### src/mcvr_pkg.sv
// Shared constants for the MAC configuration, VLAN and misc register group.
// Assumes both ends, the checker and the bench import this package whole.
package mcvr_pkg;

    // Device register offsets on the 5-bit register bus.
    localparam logic [4:0] MCVR_OFS_JAM_STATUS = 5'h17; // Jam limit on write, device status on read.
    localparam logic [4:0] MCVR_OFS_MAC_CONFIG = 5'h1B;
    localparam logic [4:0] MCVR_OFS_VLAN_LO    = 5'h1C; // Tx end page status on read.
    localparam logic [4:0] MCVR_OFS_VLAN_HI    = 5'h1D;
    localparam logic [4:0] MCVR_OFS_BYTE_ORDER = 5'h1E;
    localparam logic [4:0] MCVR_OFS_WAKE       = 5'h1F; // Soft reset trigger on read.

    // Field positions of the MAC configuration register, then the queue full, endian and wake bits.
    localparam int MCVR_MC_DUPLEX  = 0;
    localparam int MCVR_MC_BPLEAK  = 1;
    localparam int MCVR_MC_B2B     = 2;
    localparam int MCVR_MC_MEDIA   = 3;
    localparam int MCVR_MC_VLAN    = 4;
    localparam int MCVR_MC_CAPTURE = 5;
    localparam int MCVR_MC_SHORT   = 6;
    localparam int MCVR_MC_ZERO    = 7;
    localparam int MCVR_QFULL_BIT  = 7;
    localparam int MCVR_ENDIAN_BIT = 7;
    localparam int MCVR_WAKE_BIT   = 0;

    // Reset values.
    localparam logic [7:0] MCVR_MAC_CONFIG_RST = 8'h00;
    localparam logic [5:0] MCVR_JAM_LIMIT_RST  = 6'h19;
    localparam logic [6:0] MCVR_END_PAGE_RST   = 7'h00;
    localparam logic [7:0] MCVR_BYTE_ORDER_RST = 8'h00;

    // Frame and back-off constants.
    localparam logic [15:0] MCVR_VLAN_TPID       = 16'h8100;
    localparam logic [9:0]  MCVR_CAPTURE_FIRST   = 10'h002;
    localparam logic [9:0]  MCVR_CAPTURE_SECOND  = 10'h000;
    localparam logic [9:0]  MCVR_SHORT_MASK      = 10'h003;
    localparam logic [3:0]  MCVR_BACKOFF_LIMIT   = 4'hA;

    // Host controller register offsets and fields.
    localparam logic [2:0] MCVR_H_ADDR   = 3'h0;
    localparam logic [2:0] MCVR_H_WDATA  = 3'h1;
    localparam logic [2:0] MCVR_H_CMD    = 3'h2;
    localparam logic [2:0] MCVR_H_RDATA  = 3'h3;
    localparam logic [2:0] MCVR_H_STATUS = 3'h4;
    localparam logic [2:0] MCVR_H_MASK   = 3'h5;
    localparam int MCVR_CMD_WRITE = 0;
    localparam int MCVR_CMD_READ  = 1;
    localparam int MCVR_CMD_TXQ   = 2;
    localparam int MCVR_CMD_WAKE  = 3;
    localparam int MCVR_EV_DONE   = 0;
    localparam int MCVR_EV_FULL   = 1;
    localparam int MCVR_EV_GRANT  = 2;
    localparam logic [7:0] MCVR_WAKE_VALUE = 8'h01;

endpackage : mcvr_pkg

### src/mcvr_bus_if.sv
// Register bus between the host controller and the device register group.
// Assumes one shared clock; read data stand in the cycle after the read strobe.
`timescale 1ns/1ps
`default_nettype none
interface mcvr_bus_if;
    logic [4:0] addr;
    logic [7:0] wdata;
    logic       wr;
    logic       rd;
    logic [7:0] rdata;

    modport device (input addr, input wdata, input wr, input rd, output rdata);
    modport host   (output addr, output wdata, output wr, output rd, input rdata);
endinterface : mcvr_bus_if
`default_nettype wire

### src/mcvr_vlan_check.sv
// VLAN acceptance decision for one received frame header.
// Assumes the tag fields are stable while the check strobe is high.
`timescale 1ns/1ps
`default_nettype none
module mcvr_vlan_check
    import mcvr_pkg::*;
(
    // Configuration.
    input  wire logic        filter_en,
    input  wire logic [11:0] prog_vid,
    // Frame header fields.
    input  wire logic        tag_present,
    input  wire logic [15:0] tpid,
    input  wire logic [11:0] vid,
    // Decision.
    output logic             accept
);

    // Untagged frames are dropped while filtering; a null VID always passes.
    always_comb
    begin
        if (!filter_en)
            accept = 1'b1;
        else if (!tag_present)
            accept = 1'b0;
        else
            accept = (tpid != MCVR_VLAN_TPID) || (vid == 12'h000) || (vid == prog_vid);
    end

endmodule : mcvr_vlan_check
`default_nettype wire

### src/mcvr_device.sv
// Device end: MAC configuration, VLAN, transmit page status and misc registers.
// Assumes the host end drives the register bus with one-cycle strobes.
`timescale 1ns/1ps
`default_nettype none
module mcvr_device
    import mcvr_pkg::*;
(
    // Clock and reset.
    input  wire logic        CLOCK,
    input  wire logic        SYS_RST,
    // Register bus.
    mcvr_bus_if.device       bus,
    // Duplex and media.
    input  wire logic        TX_CFG_FULL_DUPLEX,
    input  wire logic        PHY_FULL_DUPLEX,
    output logic             MAC_FULL_DUPLEX,
    output logic             EXT_MII_SELECT,
    output logic             BACK_TO_BACK_EN,
    // Back-pressure.
    input  wire logic [5:0]  CONSEC_COLLISIONS,
    output logic             BP_LEAK_ALLOW,
    // Back-off.
    input  wire logic        BACKOFF_REQ,
    input  wire logic [3:0]  COLLISION_NUM,
    input  wire logic [9:0]  BACKOFF_RANDOM,
    output logic [9:0]       BACKOFF_SLOTS,
    output logic             BACKOFF_VALID,
    // VLAN filter.
    input  wire logic        FRAME_CHECK,
    input  wire logic        FRAME_TAGGED,
    input  wire logic [15:0] FRAME_TPID,
    input  wire logic [11:0] FRAME_VID,
    output logic             FRAME_ACCEPT,
    output logic             FRAME_VALID,
    output logic [2:0]       FRAME_PRIORITY,
    output logic             FRAME_CFI,
    // Transmit status.
    input  wire logic        TX_QUEUE_FULL,
    input  wire logic        TX_DONE_CLEAN,
    input  wire logic [6:0]  TX_END_PAGE,
    input  wire logic        STOP_CMD,
    // Power and reset.
    input  wire logic        DEVICE_AWAKE,
    output logic             WAKE_REQUEST,
    output logic             BIG_ENDIAN,
    output logic             SOFT_RESET
);

    typedef struct packed {
        logic [7:0]  mac_config;
        logic [5:0]  jam_limit;
        logic [11:0] vlan_id;
        logic [2:0]  frame_priority;
        logic        cfi;
        logic [7:0]  byte_order;
        logic        host_wake_bit;
        logic [6:0]  end_page;
        logic [7:0]  rdata;
        logic        soft_reset;
        logic [9:0]  backoff;
        logic        backoff_valid;
        logic        frame_accept;
        logic        frame_valid;
        logic        bp_leak;
        logic        full_duplex;
    } mcvr_dev_state_t;

    mcvr_dev_state_t st_r;
    mcvr_dev_state_t st_nxt;
    logic            vlan_ok;

    // Normal truncated exponential back-off: range grows with collisions up to a cap.
    function automatic logic [9:0] mcvr_backoff_mask(input logic [3:0] n);
        logic [3:0] k;
        k = (n > MCVR_BACKOFF_LIMIT) ? MCVR_BACKOFF_LIMIT : n;
        return 10'((11'h001 << k) - 11'h001);
    endfunction

    // Full duplex as the MAC really runs it; with the internal PHY selected its result wins.
    function automatic logic mcvr_duplex(input logic [7:0] cfg, input logic tcr_fd, input logic phy_fd);
        if (!cfg[MCVR_MC_MEDIA])
            return phy_fd;
        return cfg[MCVR_MC_DUPLEX] | tcr_fd;
    endfunction

    mcvr_vlan_check u_vlan (
        .filter_en   (st_r.mac_config[MCVR_MC_VLAN]),
        .prog_vid    (st_r.vlan_id),
        .tag_present (FRAME_TAGGED),
        .tpid        (FRAME_TPID),
        .vid         (FRAME_VID),
        .accept      (vlan_ok)
    );

    // Next-state logic for the whole register group.
    always_comb
    begin
        st_nxt = st_r;
        st_nxt.soft_reset    = 1'b0;
        st_nxt.backoff_valid = 1'b0;
        st_nxt.frame_valid   = 1'b0;
        st_nxt.rdata         = 8'h00;

        // Register writes.
        if (bus.wr)
        begin
            case (bus.addr)
                MCVR_OFS_JAM_STATUS: st_nxt.jam_limit = bus.wdata[5:0];
                MCVR_OFS_MAC_CONFIG: st_nxt.mac_config = bus.wdata;
                MCVR_OFS_VLAN_LO:    st_nxt.vlan_id[7:0] = bus.wdata;
                MCVR_OFS_VLAN_HI:
                begin
                    st_nxt.frame_priority = bus.wdata[7:5];
                    st_nxt.cfi            = bus.wdata[4];
                    st_nxt.vlan_id[11:8]  = bus.wdata[3:0];
                end
                MCVR_OFS_BYTE_ORDER: st_nxt.byte_order = bus.wdata;
                MCVR_OFS_WAKE:       st_nxt.host_wake_bit = bus.wdata[MCVR_WAKE_BIT];
                default: ;
            endcase
        end

        // The self-clear is applied after a same-cycle write so a wake already done is not re-armed.
        if (DEVICE_AWAKE)
            st_nxt.host_wake_bit = 1'b0;

        // Register reads; data stand in the next cycle only.
        if (bus.rd)
        begin
            case (bus.addr)
                MCVR_OFS_JAM_STATUS:
                    st_nxt.rdata[MCVR_ENDIAN_BIT] = (st_r.byte_order != 8'h00);
                MCVR_OFS_MAC_CONFIG:
                begin
                    st_nxt.rdata = st_r.mac_config;
                    st_nxt.rdata[MCVR_MC_DUPLEX] = st_r.full_duplex;
                end
                MCVR_OFS_VLAN_LO:
                    st_nxt.rdata = {TX_QUEUE_FULL, st_r.end_page};
                MCVR_OFS_WAKE:
                    st_nxt.soft_reset = 1'b1;
                default: ;
            endcase
        end

        // Current transmit end page; a stop clears it ahead of a completion.
        if (STOP_CMD)
            st_nxt.end_page = MCVR_END_PAGE_RST;
        else if (TX_DONE_CLEAN)
            st_nxt.end_page = TX_END_PAGE;

        st_nxt.full_duplex = mcvr_duplex(st_r.mac_config, TX_CFG_FULL_DUPLEX, PHY_FULL_DUPLEX);

        // Leak only when allowed and the jam limit has been reached.
        st_nxt.bp_leak = !st_r.mac_config[MCVR_MC_BPLEAK] && (CONSEC_COLLISIONS >= st_r.jam_limit);

        // Back-off selection, test modes first.
        if (BACKOFF_REQ)
        begin
            st_nxt.backoff_valid = 1'b1;
            if (st_r.mac_config[MCVR_MC_ZERO])
                st_nxt.backoff = 10'h000;
            else if (st_r.mac_config[MCVR_MC_CAPTURE] && COLLISION_NUM == 4'h1)
                st_nxt.backoff = MCVR_CAPTURE_FIRST;
            else if (st_r.mac_config[MCVR_MC_CAPTURE] && COLLISION_NUM == 4'h2)
                st_nxt.backoff = MCVR_CAPTURE_SECOND;
            else if (st_r.mac_config[MCVR_MC_SHORT])
                st_nxt.backoff = BACKOFF_RANDOM & MCVR_SHORT_MASK;
            else
                st_nxt.backoff = BACKOFF_RANDOM & mcvr_backoff_mask(COLLISION_NUM);
        end

        // Frame filter decision is held until the next check.
        if (FRAME_CHECK)
        begin
            st_nxt.frame_valid  = 1'b1;
            st_nxt.frame_accept = vlan_ok;
        end
    end

    // State register with synchronous reset.
    always_ff @(posedge CLOCK)
    begin
        if (SYS_RST)
        begin
            st_r                <= '0;
            st_r.mac_config     <= MCVR_MAC_CONFIG_RST;
            st_r.jam_limit      <= MCVR_JAM_LIMIT_RST;
            st_r.byte_order     <= MCVR_BYTE_ORDER_RST;
            st_r.end_page       <= MCVR_END_PAGE_RST;
            st_r.frame_accept   <= 1'b1;
        end
        else
        begin
            st_r <= st_nxt;
        end
    end

    // Outputs straight from the state register.
    assign bus.rdata       = st_r.rdata;
    assign MAC_FULL_DUPLEX = st_r.full_duplex;
    assign EXT_MII_SELECT  = st_r.mac_config[MCVR_MC_MEDIA];
    assign BACK_TO_BACK_EN = st_r.mac_config[MCVR_MC_B2B];
    assign BP_LEAK_ALLOW   = st_r.bp_leak;
    assign BACKOFF_SLOTS   = st_r.backoff;
    assign BACKOFF_VALID   = st_r.backoff_valid;
    assign FRAME_ACCEPT    = st_r.frame_accept;
    assign FRAME_VALID     = st_r.frame_valid;
    assign FRAME_PRIORITY  = st_r.frame_priority;
    assign FRAME_CFI       = st_r.cfi;
    assign WAKE_REQUEST    = st_r.host_wake_bit;
    assign BIG_ENDIAN      = (st_r.byte_order != 8'h00);
    assign SOFT_RESET      = st_r.soft_reset;

endmodule : mcvr_device
`default_nettype wire

### src/flat_wrapper.sv
// flat-port wrapper written by rule: the top's interface ports become plain ports
module mcvr_device_flat import mcvr_pkg::*;
  (CLOCK, SYS_RST, TX_CFG_FULL_DUPLEX, PHY_FULL_DUPLEX, MAC_FULL_DUPLEX, EXT_MII_SELECT, BACK_TO_BACK_EN, CONSEC_COLLISIONS, BP_LEAK_ALLOW, BACKOFF_REQ, COLLISION_NUM, BACKOFF_RANDOM, BACKOFF_SLOTS, BACKOFF_VALID, FRAME_CHECK, FRAME_TAGGED, FRAME_TPID, FRAME_VID, FRAME_ACCEPT, FRAME_VALID, FRAME_PRIORITY, FRAME_CFI, TX_QUEUE_FULL, TX_DONE_CLEAN, TX_END_PAGE, STOP_CMD, DEVICE_AWAKE, WAKE_REQUEST, BIG_ENDIAN, SOFT_RESET, bus_addr, bus_wdata, bus_wr, bus_rd, bus_rdata);
  mcvr_bus_if bus_i ();
  input  wire logic CLOCK;
  input  wire logic SYS_RST;
  input  wire logic TX_CFG_FULL_DUPLEX;
  input  wire logic PHY_FULL_DUPLEX;
  output logic MAC_FULL_DUPLEX;
  output logic EXT_MII_SELECT;
  output logic BACK_TO_BACK_EN;
  input  wire logic [5:0] CONSEC_COLLISIONS;
  output logic BP_LEAK_ALLOW;
  input  wire logic BACKOFF_REQ;
  input  wire logic [3:0] COLLISION_NUM;
  input  wire logic [9:0] BACKOFF_RANDOM;
  output logic [9:0] BACKOFF_SLOTS;
  output logic BACKOFF_VALID;
  input  wire logic FRAME_CHECK;
  input  wire logic FRAME_TAGGED;
  input  wire logic [15:0] FRAME_TPID;
  input  wire logic [11:0] FRAME_VID;
  output logic FRAME_ACCEPT;
  output logic FRAME_VALID;
  output logic [2:0] FRAME_PRIORITY;
  output logic FRAME_CFI;
  input  wire logic TX_QUEUE_FULL;
  input  wire logic TX_DONE_CLEAN;
  input  wire logic [6:0] TX_END_PAGE;
  input  wire logic STOP_CMD;
  input  wire logic DEVICE_AWAKE;
  output logic WAKE_REQUEST;
  output logic BIG_ENDIAN;
  output logic SOFT_RESET;
  input wire logic [$bits(bus_i.addr)-1:0] bus_addr;
  input wire logic [$bits(bus_i.wdata)-1:0] bus_wdata;
  input wire logic [$bits(bus_i.wr)-1:0] bus_wr;
  input wire logic [$bits(bus_i.rd)-1:0] bus_rd;
  output wire logic [$bits(bus_i.rdata)-1:0] bus_rdata;
  assign bus_i.addr = bus_addr;
  assign bus_i.wdata = bus_wdata;
  assign bus_i.wr = bus_wr;
  assign bus_i.rd = bus_rd;
  assign bus_rdata = bus_i.rdata;
  mcvr_device u_core (.CLOCK(CLOCK), .SYS_RST(SYS_RST), .bus(bus_i), .TX_CFG_FULL_DUPLEX(TX_CFG_FULL_DUPLEX), .PHY_FULL_DUPLEX(PHY_FULL_DUPLEX), .MAC_FULL_DUPLEX(MAC_FULL_DUPLEX), .EXT_MII_SELECT(EXT_MII_SELECT), .BACK_TO_BACK_EN(BACK_TO_BACK_EN), .CONSEC_COLLISIONS(CONSEC_COLLISIONS), .BP_LEAK_ALLOW(BP_LEAK_ALLOW), .BACKOFF_REQ(BACKOFF_REQ), .COLLISION_NUM(COLLISION_NUM), .BACKOFF_RANDOM(BACKOFF_RANDOM), .BACKOFF_SLOTS(BACKOFF_SLOTS), .BACKOFF_VALID(BACKOFF_VALID), .FRAME_CHECK(FRAME_CHECK), .FRAME_TAGGED(FRAME_TAGGED), .FRAME_TPID(FRAME_TPID), .FRAME_VID(FRAME_VID), .FRAME_ACCEPT(FRAME_ACCEPT), .FRAME_VALID(FRAME_VALID), .FRAME_PRIORITY(FRAME_PRIORITY), .FRAME_CFI(FRAME_CFI), .TX_QUEUE_FULL(TX_QUEUE_FULL), .TX_DONE_CLEAN(TX_DONE_CLEAN), .TX_END_PAGE(TX_END_PAGE), .STOP_CMD(STOP_CMD), .DEVICE_AWAKE(DEVICE_AWAKE), .WAKE_REQUEST(WAKE_REQUEST), .BIG_ENDIAN(BIG_ENDIAN), .SOFT_RESET(SOFT_RESET));
endmodule
### config.mk
export PLATFORM = sky130hd
export DESIGN_NAME = mcvr_device_flat
export DESIGN_NICKNAME = d
export VERILOG_FILES = /design/src/mcvr_pkg.sv /design/src/mcvr_bus_if.sv /design/src/mcvr_vlan_check.sv /design/src/mcvr_device.sv /design/src/flat_wrapper.sv
export SDC_FILE = /design/constraint.sdc
export NUM_CORES = 1
export LEC_CHECK = 0
export ABC_CLOCK_PERIOD_IN_PS = 5500
export BUFFER_PORTS_ARGS = -buffer_cell sky130_fd_sc_hd__buf_2
export CORE_MARGIN = 1.5
export CORE_UTILIZATION = 50
export CTS_BUF_LIST = sky130_fd_sc_hd__clkbuf_2 sky130_fd_sc_hd__clkbuf_4 sky130_fd_sc_hd__clkbuf_8
export DETAILED_ROUTE_END_ITERATION = 7
export GPL_ROUTABILITY_DRIVEN = 0
export MAX_ROUTING_LAYER = met4
export PLACE_DENSITY_LB_ADDON = 0.12
export SETUP_SLACK_MARGIN = 0.3
export SKIP_CTS_REPAIR_TIMING = 1
export SKIP_LAST_GASP = 1
export SYNTH_ARGS = -nofsm -noshare
export SYNTH_HDL_FRONTEND = slang
export SYNTH_SLANG_ARGS = --single-unit
### constraint.sdc
create_clock -name CLOCK -period 5.5 [get_ports CLOCK]
set_input_delay 1.1 -clock CLOCK [delete_from_list [all_inputs] [get_ports CLOCK]]
set_output_delay 1.1 -clock CLOCK [all_outputs]
set_load 0.02 [all_outputs]
==> results.yml, run 1 <==
global_route:
  grt_pass1_wl_mm: 12.5
  grt_max_degree: 58
  grt_antenna_before_repair: 0
  grt_pass1_vias: 2638
  grt_overflow: 0
  grt_use_total_pct: 23.1
sta:
  fin_hold_ws_ps: 455
  min_period_ps: 2430
  slew_headroom_pct: 32.1
  drv_slew: 0
  final_hold_viol_count: 0
  max_freq_mhz: 411
  postLayoutSetupSlackWorst_ps: 3070
  tns_ps: 0
  fin_crit_sh_pct: 44.2
  worst_slew_pin_slew_ps: 1020
  fin_skew_ps: 12.9
  setup_viol: 0
  rsz0062_at_grt: "no"
floorplanning:
  design.core.area_sq_um: 6310
  start_util_pct: 51.3
  rows: 29
  die_w_microns: 83.5
  io_pins: 113
  die_area_sq_um: 6970
  die_h_microns: 83.5
synth:
  synth_commonest_cells: "70 x dfxtp_1, 54 x nor2_1, 32 x mux2i_1, 28 x nand2_1, 22 x buf_4"
  syn_inst: 360
  synth_most_common_cell: "dfxtp_1"
  yosysTopAreaCell: "dfxtp_1"
  syn_avg_cell_area_sq_um: 9.00
  ys_types: 44
  ys_ff_latch: 70
  ys_async_sr_fraction_pct: 0
  synthFlopType: "dfxtp_1"
  yosys.area.top_type_share_pct: 43.3
  ys_seq_area_share_pct: 43.3
  synth_nets: 448
  yosysWarningCount: 0
  synth_edf_count: 0
  syn_area_sq_um: 3240
  synth.area.top_cells: "dfxtp_1 43%, mux2i_1 9.9%, nor2_1 6.3%"
critical_path:
  crit_path_end_kind: "flip-flop"
  cp_num_buf_inv: 1
  critPathMaxStageDelay_ps: 620
  cpMaxStageDelayCell: "nor3b_4"
  cp_max_fo: 17
  start_kind: "primary input"
  crit_arrival_ps: 2620
  path_cells: "buf_2 -> nand3_2 -> nor3b_4 -> nand2_1 -> nand2_1 -> a21oi_1"
  required_ps: 5690
  cpMostUsedCell: "nand2_1"
  reg2reg_depth: 5
  crit_type: "primary input to flip-flop"
  crit_cells: 6
  cp_top_family: "simple AND/OR/NAND/NOR gates"
clock_network:
  numClockSinks: 70
  path_clk_slew_ps: 70
  clockRootBuffer: "clkbuf_8"
  clk_latency_ps: 350
  htreeDepth: 3
  clockBufferDepth: 2
  cts_tree: "yes"
  cts_buffers: 9
final_layout:
  fin_cells: 527
  diodes: 0
  post-route-util_pct: 62.3
  nets: 533
  stdcell_area_sq_um: 3930
  drive_gt1_share_pct: 30.2
  area_growth_pct: 21.4
routing:
  routed_via_density: 5.28
  detail-route-antenna-nets: 0
  drt_wl_total_mm: 7.56
  wl_met1_mm: 3.58
  route.met2.wl_mm: 3.43
  drcViolationCount: 0
  wl_per_cell_microns: 14.3
  maxUsedRoutingLayer: "met4"
  wl_met3_microns: 446
  drt_iter0_markers: 89
  first_pass_iters: 4
  vias: 2785
power:
  finalPower_mw: 1.19
  leakagePower_nw: 1.70
  ir_worst_vdd_v: 0.000198
  powerDensity_nw_per_um2: 303
placement:
  dp_hpwl_mm: 5.38
  portBuffers: 112
  post-place-ws_ps: 2710
  dpl_cell_area_sq_um: 3660
  placed_cells: 511
job:
  cap_violations: 0
status:
  status: "complete, no violations"
hold_path:
  hold_depth: 2
  worstHoldPathType: "flip-flop to flip-flop"
[cells in the final DEF, fill, tap and decap left out, types with 6 or more instances in the layout]
cell,count
buf_2,112
dfxtp_1,70
nor2_1,54
mux2i_1,32
nand2_1,28
a21oi_1,20
nand3_1,18
xor2_1,13
nor4_1,11
a22oi_1,9
clkbuf_8,9
inv_1,8
nand3b_1,8
ha_1,7
a32oi_1,6
[tightest hold or removal path, stage by stage (launching register included)]
cell	delay (ps)
dfxtp_1	310
nand2_1	50
a21oi_1	50
[cell type report]
| cell class | instances | area, sq um |
|---|---|---|
| flip-flops and latches | 70 | 1400 |
| clock inverters | 7 | 145 |
| fillers | 573 | 2380 |
| repair buffers | 112 | 561 |
| inverters | 8 | 30.0 |
| clock buffers | 9 | 124 |
| multi-input cells | 244 | 1570 |
| well taps | 77 | 96.3 |
[cells by family (layout without fill, tap and decap cells)]
group / count (synthesis) / in the layout / share of synthesized area, %
adder cells (fa/ha/maj): 7 / 7 / 2.70
AO/OA/AOI/OAI: 48 / 48 / 9.70
AND/OR/NAND/NOR: 143 / 143 / 22.5
buffers and inverters: 46 / 136 / 8.15
flip-flops: 70 / 70 / 43.3
XOR/XNOR: 14 / 14 / 3.79
multiplexers: 32 / 32 / 9.89
[path summary, 6_finish.rpt]
| kind | start | endpoint | slack [ps] |
|---|---|---|---|
| worst max register to register | u_core.st_r[69] | u_core.BACKOFF_SLOTS[2] | 3770 |
| worst min-delay path | u_core.st_r[58] | u_core.st_r[58] | 460 |
| worst min register to register | u_core.st_r[58] | u_core.st_r[58] | 460 |
| worst max-delay path | bus_addr[1] | u_core.BACK_TO_BACK_EN | 3070 |
[metal layers]
metal	vias up	global-route usage, %
met5	-	-
met1	1282	31.0
li1	1409	-
met4	0	8.20
met3	8	5.34
met2	86	34.6
[registers in the layout, indices dropped and copies added (netlist names), 3 cells and up]
name and count:
u_core.st_r 39, u_core.BACKOFF_SLOTS 10, u_core.bus.rdata 8, u_core.FRAME_PRIORITY 3
[report_power, final]
part	switching [mW]	leakage, nW	internal (mW)
Sequential	0.00460	0.567	0.516
Combinational	0.0642	1.00	0.0470
Clock	0.210	0.130	0.349
Total	0.279	1.70	0.912
Note: power is estimated with default switching activity, not from simulation.
==> run 2, diff against run 1 <==
--- a/config.mk
+++ b/config.mk
@@ -5,10 +5,11 @@
 export SDC_FILE = /design/constraint.sdc
 export NUM_CORES = 1
 export LEC_CHECK = 0
-export ABC_CLOCK_PERIOD_IN_PS = 5500
+export ABC_AREA = 1
+export ABC_CLOCK_PERIOD_IN_PS = 2100
 export BUFFER_PORTS_ARGS = -buffer_cell sky130_fd_sc_hd__buf_2
 export CORE_MARGIN = 1.5
-export CORE_UTILIZATION = 50
+export CORE_UTILIZATION = 47
 export CTS_BUF_LIST = sky130_fd_sc_hd__clkbuf_2 sky130_fd_sc_hd__clkbuf_4 sky130_fd_sc_hd__clkbuf_8
 export DETAILED_ROUTE_END_ITERATION = 7
 export GPL_ROUTABILITY_DRIVEN = 0
==> constraint.sdc (replaced) <==
create_clock -name CLOCK -period 2.1 [get_ports CLOCK]
set_input_delay 0.42 -clock CLOCK [delete_from_list [all_inputs] [get_ports CLOCK]]
set_output_delay 0.42 -clock CLOCK [all_outputs]
set_load 0.02 [all_outputs]
==> results.yml, run 2 <==
status:
  status: "complete, no violations"
power:
  ir_worst_vdd_v: 0.000384
  powerDensity_nw_per_um2: 723
  leakagePower_nw: 1.94
  finalPower_mw: 2.92
critical_path:
  crit_cells: 3
  startpoint: "u_core.st_r[38]"
  reg2reg_depth: 8
  endpoint: "BIG_ENDIAN"
  crit_path_end_kind: "primary output"
  cp_num_buf_inv: 1
  r2r_start: "u_core.st_r[57]"
  start_kind: "flip-flop"
  cpMaxStageDelayCell: "dfxtp_1"
  crit_arrival_ps: 1100
  crit_type: "flip-flop to primary output"
  cp_max_fo: 2
  worst-r2r-setup-slack_ps: 860
  critPathMaxStageDelay_ps: 320
  required_ps: 1680
  cp_top_family: "flip-flops"
  path_cells: "nor2_1 -> nand4_1 -> buf_2"
  worst_r2r_endpoint: "u_core.BP_LEAK_ALLOW"
floorplanning:
  die_area_sq_um: 7660
  io_pins: 113
  rows: 30
  start_util_pct: 48.9
  design.core.area_sq_um: 6870
  die_w_microns: 87.5
  die_h_microns: 87.5
routing:
  drt_wl_total_mm: 8.04
  drt_iter0_markers: 154
  vias: 3222
  detail-route-antenna-nets: 0
  drcViolationCount: 0
  routed_via_density: 4.82
  wl_per_cell_microns: 12.0
  first_pass_iters: 5
clock_network:
  clockBufferDepth: 2
  cts_buffers: 9
  htreeDepth: 3
  numClockSinks: 70
  clk_latency_ps: 340
  clockRootBuffer: "clkbuf_8"
  path_clk_slew_ps: 70
  cts_tree: "yes"
global_route:
  grt_max_degree: 36
  grt_antenna_before_repair: 0
  grt_pass1_vias: 2838
  grt_overflow: 0
  grt_use_total_pct: 22.3
  grt_pass1_wl_mm: 12.7
placement:
  dp_hpwl_mm: 6.04
  portBuffers: 112
  dpl_cell_area_sq_um: 3810
synth:
  ys_types: 31
  synth.area.top_cells: "dfxtp_1 42%, nand2_1 12%, a21oi_1 7.4%"
  syn_avg_cell_area_sq_um: 7.04
  yosysWarningCount: 0
  ys_ff_latch: 70
  synth_nets: 565
  ys_async_sr_fraction_pct: 0
  yosys.area.top_type_share_pct: 41.7
  synth_most_common_cell: "nand2_1"
  synth_edf_count: 0
  ys_seq_area_share_pct: 41.7
  yosysTopAreaCell: "dfxtp_1"
  syn_inst: 477
  synth_commonest_cells: "110 x nand2_1, 70 x dfxtp_1, 62 x nor2_1, 53 x inv_1, 50 x a21oi_1"
  syn_area_sq_um: 3360
  synthFlopType: "dfxtp_1"
sta:
  min_period_ps: 1520
  slew_headroom_pct: 76.3
  max_freq_mhz: 656
  tns_ps: 0
  drv_slew: 0
  fin_crit_sh_pct: 72.6
  worst_slew_pin_slew_ps: 356
  setup_viol: 0
  final_hold_viol_count: 0
  fin_skew_ps: 6.38
  rsz0062_at_grt: "no"
final_layout:
  post-route-util_pct: 58.8
  area_growth_pct: 20.3
  drive_gt1_share_pct: 25.2
  diodes: 0
  final_cell_mix: "112 x buf_2, 110 x nand2_1, 70 x dfxtp_1"
  nets: 655
  regMostFlops: "u_core.st_r"
  largest_reg_flops: 39
  stdcell_area_sq_um: 4040
  final_common_cell: "buf_2"
job:
  cap_violations: 0
hold_path:
  hold_depth: 3
  worstHoldPathType: "primary input to flip-flop"
-- run 2: changes by cell type in the layout (fill, tap and decap cells not counted), moves of 5 or more --
cell / before / now
a32oi_1: 6 / 0
nand4_1: 0 / 9
nand2_1: 28 / 110
a21oi_1: 20 / 50
o21ai_0: 2 / 24
mux2i_1: 32 / 0
a22oi_1: 9 / 0
nor4_1: 11 / 0
o21ai_1: 0 / 8
nand3b_1: 8 / 3
xor2_1: 13 / 1
inv_1: 8 / 53
nor2_1: 54 / 62
-- run 2: worst register-to-register path, cell delays in order, from the launching register on --
cell and delay (ps):
dfxtp_1 320, inv_1 50, ha_1 280, inv_1 60, nor2_1 30, o211ai_1 140, o2111ai_1 130, nand3_1 90
inv_1 40
-- run 2: worst min path at each step --
stage                         from             endpoint  slack, ps
5_1_grt                FRAME_CHECK  u_core.FRAME_ACCEPT        290
4_1_cts                FRAME_CHECK  u_core.FRAME_ACCEPT        270
3_5_place_dp   u_core.WAKE_REQUEST  u_core.WAKE_REQUEST        440
3_3_place_gp   u_core.WAKE_REQUEST  u_core.WAKE_REQUEST        430
2_1_floorplan      u_core.st_r[57]      u_core.st_r[57]        430
6_report               FRAME_CHECK  u_core.FRAME_ACCEPT        290
-- run 2: stage by stage --
stage | hold WS (ps) | std cells | worst slack, ps
2_1_floorplan | 433 | 477 | 669
4_1_cts | 271 | 668 | 574
6_report | 288 | 668 | 575
3_5_place_dp | 435 | 652 | 394
5_1_grt | 286 | 668 | 526
3_3_place_gp | 430 | 652 | 450
-- run 2: power breakdown --
| group | total, mW | internal [mW] | switching, mW |
|---|---|---|---|
| clock | 1.24 | 0.733 | 0.508 |
| sequential | 1.37 | 1.35 | 0.0129 |
| combinational | 0.314 | 0.125 | 0.189 |
-- run 2: layout make-up --
class / count / area [sq um]
Multi-Input combinational cell: 315 / 1500
Timing Repair Buffer: 114 / 576
Inverter: 57 / 214
Clock buffer: 11 / 151
Fill cell: 679 / 2830
Clock inverter: 5 / 81.3
Tap cell: 96 / 120
Sequential cell: 70 / 1400
-- run 2: per-layer routing --
layer | wire length (microns) | vias up | track usage, %
li1 | - | 1690 | -
met1 | 3760 | 1425 | 28.6
met2 | 3750 | 96 | 35.2
met3 | 433 | 11 | 4.62
met4 | 98 | 0 | 7.07
met5 | 0 | - | -
-- run 2: cells by family after synthesis --
logic type / synth area share, %
buffers and inverters: 13.7
flip-flops: 41.7
XOR/XNOR: 0.782
adder cells (fa/ha/maj): 2.61
AO/OA/AOI/OAI: 14.1
AND/OR/NAND/NOR: 27.1
